**config.mk**
```make
export PLATFORM = sky130hd
export DESIGN_NAME = ppdl_top
export DESIGN_NICKNAME = d
export VERILOG_FILES = /design/src/hw/ppdl_port.v /design/src/hw/ppdl_led.v /design/src/hw/ppdl_top.v
export VERILOG_INCLUDE_DIRS = /design/src /design/src/hw
export SDC_FILE = /design/constraint.sdc
export NUM_CORES = 1
export LEC_CHECK = 0
export BUFFER_PORTS_ARGS = -buffer_cell sky130_fd_sc_hd__buf_2
export CORE_MARGIN = 2
export CORE_UTILIZATION = 25
export CTS_BUF_LIST = sky130_fd_sc_hd__clkbuf_8
export DETAILED_ROUTE_END_ITERATION = 10
export RECOVER_POWER = 100
export SLEW_MARGIN = 10
export SYNTH_ARGS = -nofsm -noshare
export SYNTH_HDL_FRONTEND = slang
export SYNTH_SLANG_ARGS = --single-unit
```
**constraint.sdc**
```tcl
create_clock -name clk_sys -period 7.5 [get_ports clk_sys]
set_input_delay 1.5 -clock clk_sys [delete_from_list [all_inputs] [get_ports clk_sys]]
set_output_delay 1.5 -clock clk_sys [all_outputs]
set_load 0.02 [all_outputs]
```
**src/hw/ppdl_defs.vh**
```
// Register offsets, sub-register indices and reset values for the port and LED block
`ifndef PPDL_DEFS_VH
`define PPDL_DEFS_VH
`define PPDL_ADDR_W 12
`define PPDL_OFS_LED_EN 12'hF82
`define PPDL_OFS_LED_UP 12'hF83
`define PPDL_OFS_LED_LO 12'hF84
`define PPDL_OFS_PA_IN 12'hFD2
`define PPDL_OFS_PA_OUT 12'hFD3
`define PPDL_OFS_PB_IN 12'hFD6
`define PPDL_OFS_PB_OUT 12'hFD7
`define PPDL_OFS_PC_IN 12'hFDA
`define PPDL_OFS_PC_OUT 12'hFDB
`define PPDL_OFS_PA_IDX 12'hFD0
`define PPDL_OFS_PA_CTL 12'hFD1
`define PPDL_OFS_PB_IDX 12'hFD4
`define PPDL_OFS_PB_CTL 12'hFD5
`define PPDL_OFS_PC_IDX 12'hFD8
`define PPDL_OFS_PC_CTL 12'hFD9
`define PPDL_SUB_DIR 8'h01
`define PPDL_SUB_AFEN 8'h02
`define PPDL_SUB_ODRAIN 8'h03
`define PPDL_SUB_FSEL1 8'h07
`define PPDL_SUB_FSEL2 8'h08
`define PPDL_RST_ZERO 8'h00
`define PPDL_RST_DIR 8'hFF
`define PPDL_RST_FSEL_SMALL_A 8'h04
`endif

```
**src/hw/ppdl_port.v**
```verilog
// One GPIO port: indexed sub-registers, drive value and pin drive logic
`timescale 1ns/1ps
`include "ppdl_defs.vh"
module ppdl_port #(
    parameter [7:0] FSEL_RST = 8'h00,
    parameter [7:0] PIN_MASK = 8'hFF
) (
    input wire clk_sys,
    input wire rst_n,
    input wire idx_we,
    input wire ctl_we,
    input wire out_we,
    input wire [7:0] wdata,
    input wire [7:0] pin_in,
    output reg [7:0] ctl_rdata,
    output wire [7:0] idx_q,
    output wire [7:0] drive_value,
    output wire [7:0] pin_sample,
    output wire [7:0] pin_out,
    output wire [7:0] pin_oe_n,
    output wire [7:0] alt_function_enable,
    output wire [7:0] first_select_bits,
    output wire [7:0] second_select_bits,
    output wire [7:0] open_drain_select,
    input wire [7:0] alt_out,
    input wire [7:0] alt_oe
);
    reg [7:0] idx_ff;
    reg [7:0] dir_ff;
    reg [7:0] afen_ff;
    reg [7:0] odr_ff;
    reg [7:0] fs1_ff;
    reg [7:0] fs2_ff;
    reg [7:0] out_ff;
    reg [7:0] smp_ff;
    wire [7:0] pin_direction;
    wire [7:0] want_drive;
    wire [7:0] level;

    // Index and sub-register storage, selected by the held index
    always @(posedge clk_sys or negedge rst_n) begin
        if (!rst_n) begin
            idx_ff <= `PPDL_RST_ZERO;
            dir_ff <= `PPDL_RST_DIR;
            afen_ff <= `PPDL_RST_ZERO;
            odr_ff <= `PPDL_RST_ZERO;
            fs1_ff <= FSEL_RST;
            fs2_ff <= `PPDL_RST_ZERO;
            out_ff <= `PPDL_RST_ZERO;
        end else begin
            if (idx_we)
                idx_ff <= wdata;
            if (out_we)
                out_ff <= wdata;
            if (ctl_we) begin
                case (idx_ff)
                    `PPDL_SUB_DIR: dir_ff <= wdata;
                    `PPDL_SUB_AFEN: afen_ff <= wdata;
                    `PPDL_SUB_ODRAIN: odr_ff <= wdata;
                    `PPDL_SUB_FSEL1: fs1_ff <= wdata;
                    `PPDL_SUB_FSEL2: fs2_ff <= wdata;
                    default: ;
                endcase
            end
        end
    end

    // Pin levels sampled each clock; absent pins read zero
    always @(posedge clk_sys or negedge rst_n) begin
        if (!rst_n)
            smp_ff <= `PPDL_RST_ZERO;
        else
            smp_ff <= pin_in & PIN_MASK;
    end

    // Control port read-back of the selected sub-register
    always @* begin
        case (idx_ff)
            `PPDL_SUB_DIR: ctl_rdata = dir_ff;
            `PPDL_SUB_AFEN: ctl_rdata = afen_ff;
            `PPDL_SUB_ODRAIN: ctl_rdata = odr_ff;
            `PPDL_SUB_FSEL1: ctl_rdata = fs1_ff;
            `PPDL_SUB_FSEL2: ctl_rdata = fs2_ff;
            default: ctl_rdata = `PPDL_RST_ZERO;
        endcase
    end

    // Direction bit 1 means input
    assign pin_direction = dir_ff;
    // Alternate function owns the pin when enabled, else direction decides
    assign want_drive = (afen_ff & alt_oe) | (~afen_ff & ~pin_direction);
    assign level = (afen_ff & alt_out) | (~afen_ff & out_ff);
    // Open drain suppresses the high drive in every mode
    assign pin_oe_n = ~(want_drive & ~(odr_ff & level) & PIN_MASK);
    assign pin_out = level;
    assign idx_q = idx_ff;
    assign drive_value = out_ff;
    assign pin_sample = smp_ff;
    assign alt_function_enable = afen_ff;
    assign first_select_bits = fs1_ff;
    assign second_select_bits = fs2_ff;
    assign open_drain_select = odr_ff;
endmodule // ppdl_port

```
**src/hw/ppdl_led.v**
```verilog
// Port C LED current sink enable and drive level registers
`timescale 1ns/1ps
`include "ppdl_defs.vh"
module ppdl_led (
    input wire clk_sys,
    input wire rst_n,
    input wire en_we,
    input wire up_we,
    input wire lo_we,
    input wire [7:0] wdata,
    output reg [7:0] led_sink_enable,
    output reg [7:0] led_level_upper_bits,
    output reg [7:0] led_level_lower_bits,
    output wire [15:0] sink_level
);
    // Three byte registers, each pin independent
    always @(posedge clk_sys or negedge rst_n) begin
        if (!rst_n) begin
            led_sink_enable <= `PPDL_RST_ZERO;
            led_level_upper_bits <= `PPDL_RST_ZERO;
            led_level_lower_bits <= `PPDL_RST_ZERO;
        end else begin
            if (en_we)
                led_sink_enable <= wdata;
            if (up_we)
                led_level_upper_bits <= wdata;
            if (lo_we)
                led_level_lower_bits <= wdata;
        end
    end

    // Two-bit code per pin: upper bit high, lower bit low
    genvar g;
    generate
        for (g = 0; g < 8; g = g + 1) begin : g_lvl
            assign sink_level[2*g+1:2*g] = {led_level_upper_bits[g],
                                            led_level_lower_bits[g]};
        end
    endgenerate
endmodule // ppdl_led

```
**src/hw/ppdl_top.v**
```verilog
// GPIO ports A to C with register slave and Port C LED sink control
`timescale 1ns/1ps
`include "ppdl_defs.vh"
module ppdl_top #(
    parameter SMALL_PKG = 0,
    parameter [7:0] PA_MASK = 8'hFF,
    parameter [7:0] PB_MASK = 8'hFF,
    parameter [7:0] PC_MASK = 8'hFF
) (
    input wire clk_sys,
    input wire rst_n,
    input wire [11:0] reg_addr,
    input wire [7:0] reg_wdata,
    input wire reg_wr,
    input wire reg_rd,
    output reg [7:0] reg_rdata,
    input wire [23:0] pin_in,
    output wire [23:0] pin_out,
    output wire [23:0] pin_oe_n,
    input wire [23:0] alt_out,
    input wire [23:0] alt_oe,
    output wire [23:0] alt_function_enable,
    output wire [23:0] first_select_bits,
    output wire [23:0] second_select_bits,
    output wire [7:0] led_sink_on,
    output wire [15:0] led_sink_level
);
    reg rst_s1_ff;
    reg rst_s2_ff;
    wire rst_sync_n;
    wire [7:0] idx_q [0:2];
    wire [7:0] ctl_q [0:2];
    wire [7:0] out_q [0:2];
    wire [7:0] smp_q [0:2];
    wire [23:0] odr_all;
    wire [7:0] led_en;
    wire [7:0] led_up;
    wire [7:0] led_lo;
    reg [7:0] nxt_rdata;

    // Reset release through two flip-flops
    always @(posedge clk_sys or negedge rst_n) begin
        if (!rst_n) begin
            rst_s1_ff <= 1'b0;
            rst_s2_ff <= 1'b0;
        end else begin
            rst_s1_ff <= 1'b1;
            rst_s2_ff <= rst_s1_ff;
        end
    end
    assign rst_sync_n = rst_s2_ff;

    // Write strobe decode for one address
    function hit;
        input [11:0] a;
        input [11:0] ofs;
        begin
            hit = (a == ofs);
        end
    endfunction

    ppdl_port #(
        .FSEL_RST(SMALL_PKG ? `PPDL_RST_FSEL_SMALL_A : `PPDL_RST_ZERO),
        .PIN_MASK(PA_MASK)
    ) u_pa (
        .clk_sys(clk_sys), .rst_n(rst_sync_n),
        .idx_we(reg_wr & hit(reg_addr, `PPDL_OFS_PA_IDX)),
        .ctl_we(reg_wr & hit(reg_addr, `PPDL_OFS_PA_CTL)),
        .out_we(reg_wr & hit(reg_addr, `PPDL_OFS_PA_OUT)),
        .wdata(reg_wdata), .pin_in(pin_in[7:0]),
        .ctl_rdata(ctl_q[0]), .idx_q(idx_q[0]), .drive_value(out_q[0]),
        .pin_sample(smp_q[0]), .pin_out(pin_out[7:0]), .pin_oe_n(pin_oe_n[7:0]),
        .alt_function_enable(alt_function_enable[7:0]),
        .first_select_bits(first_select_bits[7:0]),
        .second_select_bits(second_select_bits[7:0]),
        .open_drain_select(odr_all[7:0]),
        .alt_out(alt_out[7:0]), .alt_oe(alt_oe[7:0])
    );

    ppdl_port #(
        .FSEL_RST(`PPDL_RST_ZERO),
        .PIN_MASK(PB_MASK)
    ) u_pb (
        .clk_sys(clk_sys), .rst_n(rst_sync_n),
        .idx_we(reg_wr & hit(reg_addr, `PPDL_OFS_PB_IDX)),
        .ctl_we(reg_wr & hit(reg_addr, `PPDL_OFS_PB_CTL)),
        .out_we(reg_wr & hit(reg_addr, `PPDL_OFS_PB_OUT)),
        .wdata(reg_wdata), .pin_in(pin_in[15:8]),
        .ctl_rdata(ctl_q[1]), .idx_q(idx_q[1]), .drive_value(out_q[1]),
        .pin_sample(smp_q[1]), .pin_out(pin_out[15:8]), .pin_oe_n(pin_oe_n[15:8]),
        .alt_function_enable(alt_function_enable[15:8]),
        .first_select_bits(first_select_bits[15:8]),
        .second_select_bits(second_select_bits[15:8]),
        .open_drain_select(odr_all[15:8]),
        .alt_out(alt_out[15:8]), .alt_oe(alt_oe[15:8])
    );

    ppdl_port #(
        .FSEL_RST(`PPDL_RST_ZERO),
        .PIN_MASK(PC_MASK)
    ) u_pc (
        .clk_sys(clk_sys), .rst_n(rst_sync_n),
        .idx_we(reg_wr & hit(reg_addr, `PPDL_OFS_PC_IDX)),
        .ctl_we(reg_wr & hit(reg_addr, `PPDL_OFS_PC_CTL)),
        .out_we(reg_wr & hit(reg_addr, `PPDL_OFS_PC_OUT)),
        .wdata(reg_wdata), .pin_in(pin_in[23:16]),
        .ctl_rdata(ctl_q[2]), .idx_q(idx_q[2]), .drive_value(out_q[2]),
        .pin_sample(smp_q[2]), .pin_out(pin_out[23:16]), .pin_oe_n(pin_oe_n[23:16]),
        .alt_function_enable(alt_function_enable[23:16]),
        .first_select_bits(first_select_bits[23:16]),
        .second_select_bits(second_select_bits[23:16]),
        .open_drain_select(odr_all[23:16]),
        .alt_out(alt_out[23:16]), .alt_oe(alt_oe[23:16])
    );

    ppdl_led u_led (
        .clk_sys(clk_sys), .rst_n(rst_sync_n),
        .en_we(reg_wr & hit(reg_addr, `PPDL_OFS_LED_EN)),
        .up_we(reg_wr & hit(reg_addr, `PPDL_OFS_LED_UP)),
        .lo_we(reg_wr & hit(reg_addr, `PPDL_OFS_LED_LO)),
        .wdata(reg_wdata),
        .led_sink_enable(led_en),
        .led_level_upper_bits(led_up),
        .led_level_lower_bits(led_lo),
        .sink_level(led_sink_level)
    );

    // Sink is connected only by its enable bit; software must pick LED function first
    assign led_sink_on = led_en & PC_MASK;

    // Read mux; input registers ignore writes, unmapped reads zero
    always @* begin
        case (reg_addr)
            `PPDL_OFS_LED_EN: nxt_rdata = led_en;
            `PPDL_OFS_LED_UP: nxt_rdata = led_up;
            `PPDL_OFS_LED_LO: nxt_rdata = led_lo;
            `PPDL_OFS_PA_IDX: nxt_rdata = idx_q[0];
            `PPDL_OFS_PA_CTL: nxt_rdata = ctl_q[0];
            `PPDL_OFS_PA_IN: nxt_rdata = smp_q[0];
            `PPDL_OFS_PA_OUT: nxt_rdata = out_q[0];
            `PPDL_OFS_PB_IDX: nxt_rdata = idx_q[1];
            `PPDL_OFS_PB_CTL: nxt_rdata = ctl_q[1];
            `PPDL_OFS_PB_IN: nxt_rdata = smp_q[1];
            `PPDL_OFS_PB_OUT: nxt_rdata = out_q[1];
            `PPDL_OFS_PC_IDX: nxt_rdata = idx_q[2];
            `PPDL_OFS_PC_CTL: nxt_rdata = ctl_q[2];
            `PPDL_OFS_PC_IN: nxt_rdata = smp_q[2];
            `PPDL_OFS_PC_OUT: nxt_rdata = out_q[2];
            default: nxt_rdata = `PPDL_RST_ZERO;
        endcase
    end

    // Read data registered, valid in the cycle after the strobe only
    always @(posedge clk_sys or negedge rst_sync_n) begin
        if (!rst_sync_n)
            reg_rdata <= `PPDL_RST_ZERO;
        else if (reg_rd)
            reg_rdata <= nxt_rdata;
        else
            reg_rdata <= `PPDL_RST_ZERO;
    end
endmodule // ppdl_top

```
# Yosys cells after proc, flatten, opt, wreduce, memory -nomap -nowiden
# Index checks and enable logic that the tools add are counted.
[op_classes]
mux = 5
n_eq_ne = 30
bitwise_logic = 48
n_reduce_logical = 15
[ops]
columns = ["cell", "n"]
rows = [
  ["12-bit equality test (second input constant)", 15],
  ["8-bit bitwise AND", 18],
  ["8-bit case mux with 15 select lines", 1],
  ["8-bit case mux with 5 select lines", 3],
  ["8-bit inverter", 12],
  ["8-bit by 2-bit equality test with 1-bit output (second input constant)", 6],
  ["8-bit OR", 6],
  ["2-bit AND reduction", 15],
  ["8-bit by 1-bit equality test with 1-bit output (second input constant)", 3],
  ["8-bit by 3-bit equality test with 1-bit output (second input constant)", 3],
  ["8-bit by 4-bit equality test with 1-bit output (second input constant)", 3],
  ["1-bit bitwise AND", 12],
  ["8-bit 2-to-1 mux", 1],
]
[word_totals]
regBits = 226
inputBits = 96
wordCells = 128

# Depth between registers and ports, before layout
[depth]
depth_word = 7
depth_mapped = 8

# Hierarchy
# From an unflattened synthesis, not the netlist that was laid out.
[unflattened]
cells_unflattened = 951
area_unflattened_um2 = 11539.8
[modules_own_cells]
columns = ["module", "seq_area_each_um2", "area_per_inst_um2", "cells_each", "n_inst"]
rows = [
  ["ppdl_port", 1611.5, 2986.6, 229, 3],
  ["ppdl_top", 250.2, 1465.2, 197, 1],
  ["ppdl_led", 600.6, 1114.8, 67, 1],
]

# Least setup slack after synthesis
# No wires, ideal clock.
[synth_path]
path_type = "input port to output port"
start = "input alt_out[0]"
end = "output pin_oe_n[0]"
path_buffers = 0
t_required_ns = 6.000
t_arrival_ns = 2.026
slack_ns = 3.974
stages = 3
path_cell_list = "mux2_2 -> nand2_1 -> nand2_1"
[synth_via]
elab_chain_len = 6
[synth_lines]
columns = ["item", "line_no", "source"]
rows = [
  ["start, declared", "ppdl_top.v:20", "input wire [23:0] alt_out,"],
  ["8-bit bitwise AND", "ppdl_port.v:92", "assign level = (afen_ff & alt_out) | (~afen_ff & out_ff);"],
  ["8-bit OR", "ppdl_port.v:92", ""],
  ["8-bit bitwise AND", "ppdl_port.v:94", "assign pin_oe_n = ~(want_drive & ~(odr_ff & level) & PIN_MASK);"],
  ["8-bit inverter", "ppdl_port.v:94", ""],
  ["8-bit bitwise AND", "ppdl_port.v:94", ""],
  ["8-bit inverter", "ppdl_port.v:94", ""],
  ["end, declared", "ppdl_top.v:19", "output wire [23:0] pin_oe_n,"],
]
# Every way passes these cells.

# Final worst setup path
[layout_path]
start = "input reg_addr[2]"
end = "register u_pb.afen_ff[0], in the netlist u_pb.alt_function_enable[0]"
[layout_via]
elab_chain_len = 3
[layout_lines]
columns = ["item", "line_no", "source"]
rows = [
  ["start, declared", "ppdl_top.v:12", "input wire [11:0] reg_addr,"],
  ["12-bit equality test", "ppdl_top.v:58", "hit = (a == ofs);"],
  ["1-bit bitwise AND", "ppdl_top.v:86", ".ctl_we(reg_wr & hit(reg_addr, `PPDL_OFS_PB_CTL)),"],
  ["2-bit AND reduction (no line)", "n/a", ""],
  ["end signal, assigned", "ppdl_port.v:45", "afen_ff <= `PPDL_RST_ZERO;"],
  ["end signal, assigned", "ppdl_port.v:58", "`PPDL_SUB_AFEN: afen_ff <= wdata;"],
  ["end, declared", "ppdl_port.v:30", "reg [7:0] afen_ff;"],
]
# Every way passes these cells.
# A chain may end at the register's enable or synchronous reset.

==> out/qor.yml <==
status: "finished with violations"
violations: "max-capacitance violations, max-slew violations"
clk_path_buf_depth: 3
min_from: "rst_s1_ff"
reg2reg_to: "u_pc.first_select_bits[5]"
worst_pin_slew_ps: 3170
synth_area_per_cell_sq_um: 11.8
power.switching_mw: 0.634
grt.total_usage_pct: 18.1
postRouteAntennaNets: 0
clkPwrFrac_pct: 45.7
fin_nets: 1295
post_cts_buffers: 0
post-route-period-util_pct: 69.4
cts_resized: 0
final_core_util_pct: 30.2
final_area_sq_mm: 0.0136
syn_inst: 965
synth-seq-cells: 226
dr.pass1.iters: 5
drive_gt1_share_pct: 32.4
end_kind: "register"
crit_start: "reg_addr[2]"
ios: 248
internal-power_mw: 1.88
dp.cells: 1758
chipHeight_um: 217
start_kind: "input port"
vias: 9240
sw_frac_of_total_pct: 25.3
finalPower_mw: 2.51
instances_no_fill: 1830
syn-num-nets: 1061
ys_seq_area_share_pct: 50.0
crit_required_ps: 7940
min_period_ps: 5200
area_delta_synth_final_pct: 19.6
start_util_pct: 25.2
cts_tree: "done"
path_max_fanout: 37
power_frac_comb_pct: 4.8
dieArea_sq_mm: 0.0472
r2r_setup_slack_ps: 2970
synth_ff_type: "dfrtp_1"
finalSetupViolCount: 0
antenna_found_initial: 4
ir_drop_mv: 0.115
power_density_mw_per_mm2: 185
grt_pass1_wl_um: 63000
min_path_type: "reg2reg"
wirelength_um: 43500
hold_violations: 0
synthDistinctLibCells: 66
synth_warnings: 0
via_per_inst: 5.05
cp.arrival_ps: 5640
r2r_start: "rst_s2_ff"
wire_per_inst_um: 23.8
drc: 0
row_count: 78
async_flop_share_pct: 100
cts_root_buffer: "clkbuf_8"
fin_tns_setup_ps: 0
dp.final_hpwl_um: 32200
path_class: "in2reg"
clk_latency_ps: 570
clk_pin_slew_ps: 60
drt_iter0_markers: 788
pwr-share-seq_pct: 49.5
port_buffers: 247
synth_area_sq_mm: 0.0114
coreArea_sq_mm: 0.0451
rsz0062_at_grt: "false"
setup.worst_path.end: "u_pb.alt_function_enable[0]"
maxSlewHeadroom_pct: -112
dpl_cell_area_sq_mm: 0.0131
die_w_um: 217
maxSlewViolCount: 312
gp_congestion: 0.946
clock.fmax_ghz: 0.192
grt_max_degree: 79
min_path_cells: 0
synth-edff-count: 0
ctsHoldBuffers: 0
cts_buffers: 39
r2r_cells: 1
finalClockSkew_ps: 12.3
cts_max_level: 2
grt_pass1_vias: 9144
leakagePower_nw: 6.04
maxCapViolCount: 9
globalRoute.totalOverflow: 0
clock_sinks: 226
[metrics by stage]
stage	hold WS, ps	worst slack [ps]
3_3_place_gp	337	3170
6_report	355	2300
2_1_floorplan	331	778
4_1_cts	351	3760
5_1_grt	367	2050
3_5_place_dp	336	3160
[synth_stat cells, types with 13 or more instances]
| master | instances | area share (%) |
|---|---|---|
| mux2_2 | 221 | 22 |
| dfrtp_1 | 202 | 44 |
| nand2_1 | 109 | 3.6 |
| a22oi_1 | 48 | 3.2 |
| clkbuf_1 | 37 | 1.2 |
| o21ai_0 | 37 | 1.6 |
| nand3_1 | 30 | 1.3 |
| dfstp_2 | 24 | 5.5 |
| nor2_1 | 24 | 0.79 |
| mux2i_1 | 20 | 1.8 |
| nand4_1 | 13 | 0.72 |
[logic make-up after synthesis]
| kind of cell | Yosys count | share of synthesized area, % |
|---|---|---|
| AND/OR/NAND/NOR | 250 | 12.0 |
| multiplexers | 249 | 24.7 |
| flip-flops | 226 | 50.0 |
| AO/OA/AOI/OAI | 169 | 10.6 |
| buffers and inverters | 70 | 2.60 |
| other | 1 | 0.0330 |
[power by group through the flow]
stage                     clock, mW  sequential (mW)  combinational, mW
after global placement            0             1.27              0.120
final                          1.15             1.24              0.120
after detailed placement          0             1.27              0.122
after floorplan                   0             1.27             0.0479
after global routing           1.25             1.25              0.130
after CTS                      1.18             1.25              0.122
[placed cells by master, fill, tap and decap left out, drive strengths merged, types with 3 or more instances in the layout]
cell type / Yosys / layout
a21oi: 3 / 3
a221oi: 7 / 7
a22oi: 48 / 48
a31oi: 12 / 12
a32o: 3 / 3
a32oi: 7 / 7
and2: 5 / 5
and3: 4 / 4
and4: 3 / 3
buf: 22 / 92
clkbuf: 37 / 208
clkinv: 0 / 3
dfrtp: 202 / 202
dfstp: 24 / 24
inv: 11 / 28
mux2: 229 / 229
mux2i: 20 / 20
nand2: 110 / 110
nand2b: 3 / 3
nand3: 31 / 31
nand3b: 3 / 3
nand4: 13 / 13
nor2: 25 / 25
nor2b: 10 / 10
nor3: 10 / 10
nor3b: 5 / 5
nor4: 6 / 6
nor4b: 6 / 6
o211ai: 3 / 3
o21ai: 37 / 37
o221ai: 12 / 12
o22ai: 12 / 12
o31ai: 10 / 10
or3: 3 / 3
[worst max-delay path: stages]
cell and delay [ps]:
clkbuf_1 1230, and4b_1 550, and4_1 280, nand3_1 150, nor4_1 1460, mux2_2 440
[layout make-up]
cell class	count	area (sq um)
antenna	1	2.50
multi-input combinational	669	5260
inverter	11	41.3
timing repair buffer	252	1070
clock buffer	48	661
tap	600	751
clock inverter	23	129
fill	4795	31500
sequential	226	5690
[worst min-delay path by stage]
stage | to | slack [ps]
after floorplan | rst_s2_ff | 330
after global placement | rst_s2_ff | 340
after detailed placement | rst_s2_ff | 340
after CTS | rst_s2_ff | 350
after global routing | rst_s2_ff | 370
final | rst_s2_ff | 350
[layer usage]
layer / up-vias / GRT usage [%] / part of all wire (%)
li1: 4095 / - / -
met1: 4698 / 24.8 / 44
met5: - / 0 / 0.076
met2: 386 / 28.6 / 46
met3: 55 / 4.54 / 7.7
met4: 6 / 3.79 / 1.6
No activity file was read; power rests on OpenSTA's default activity.
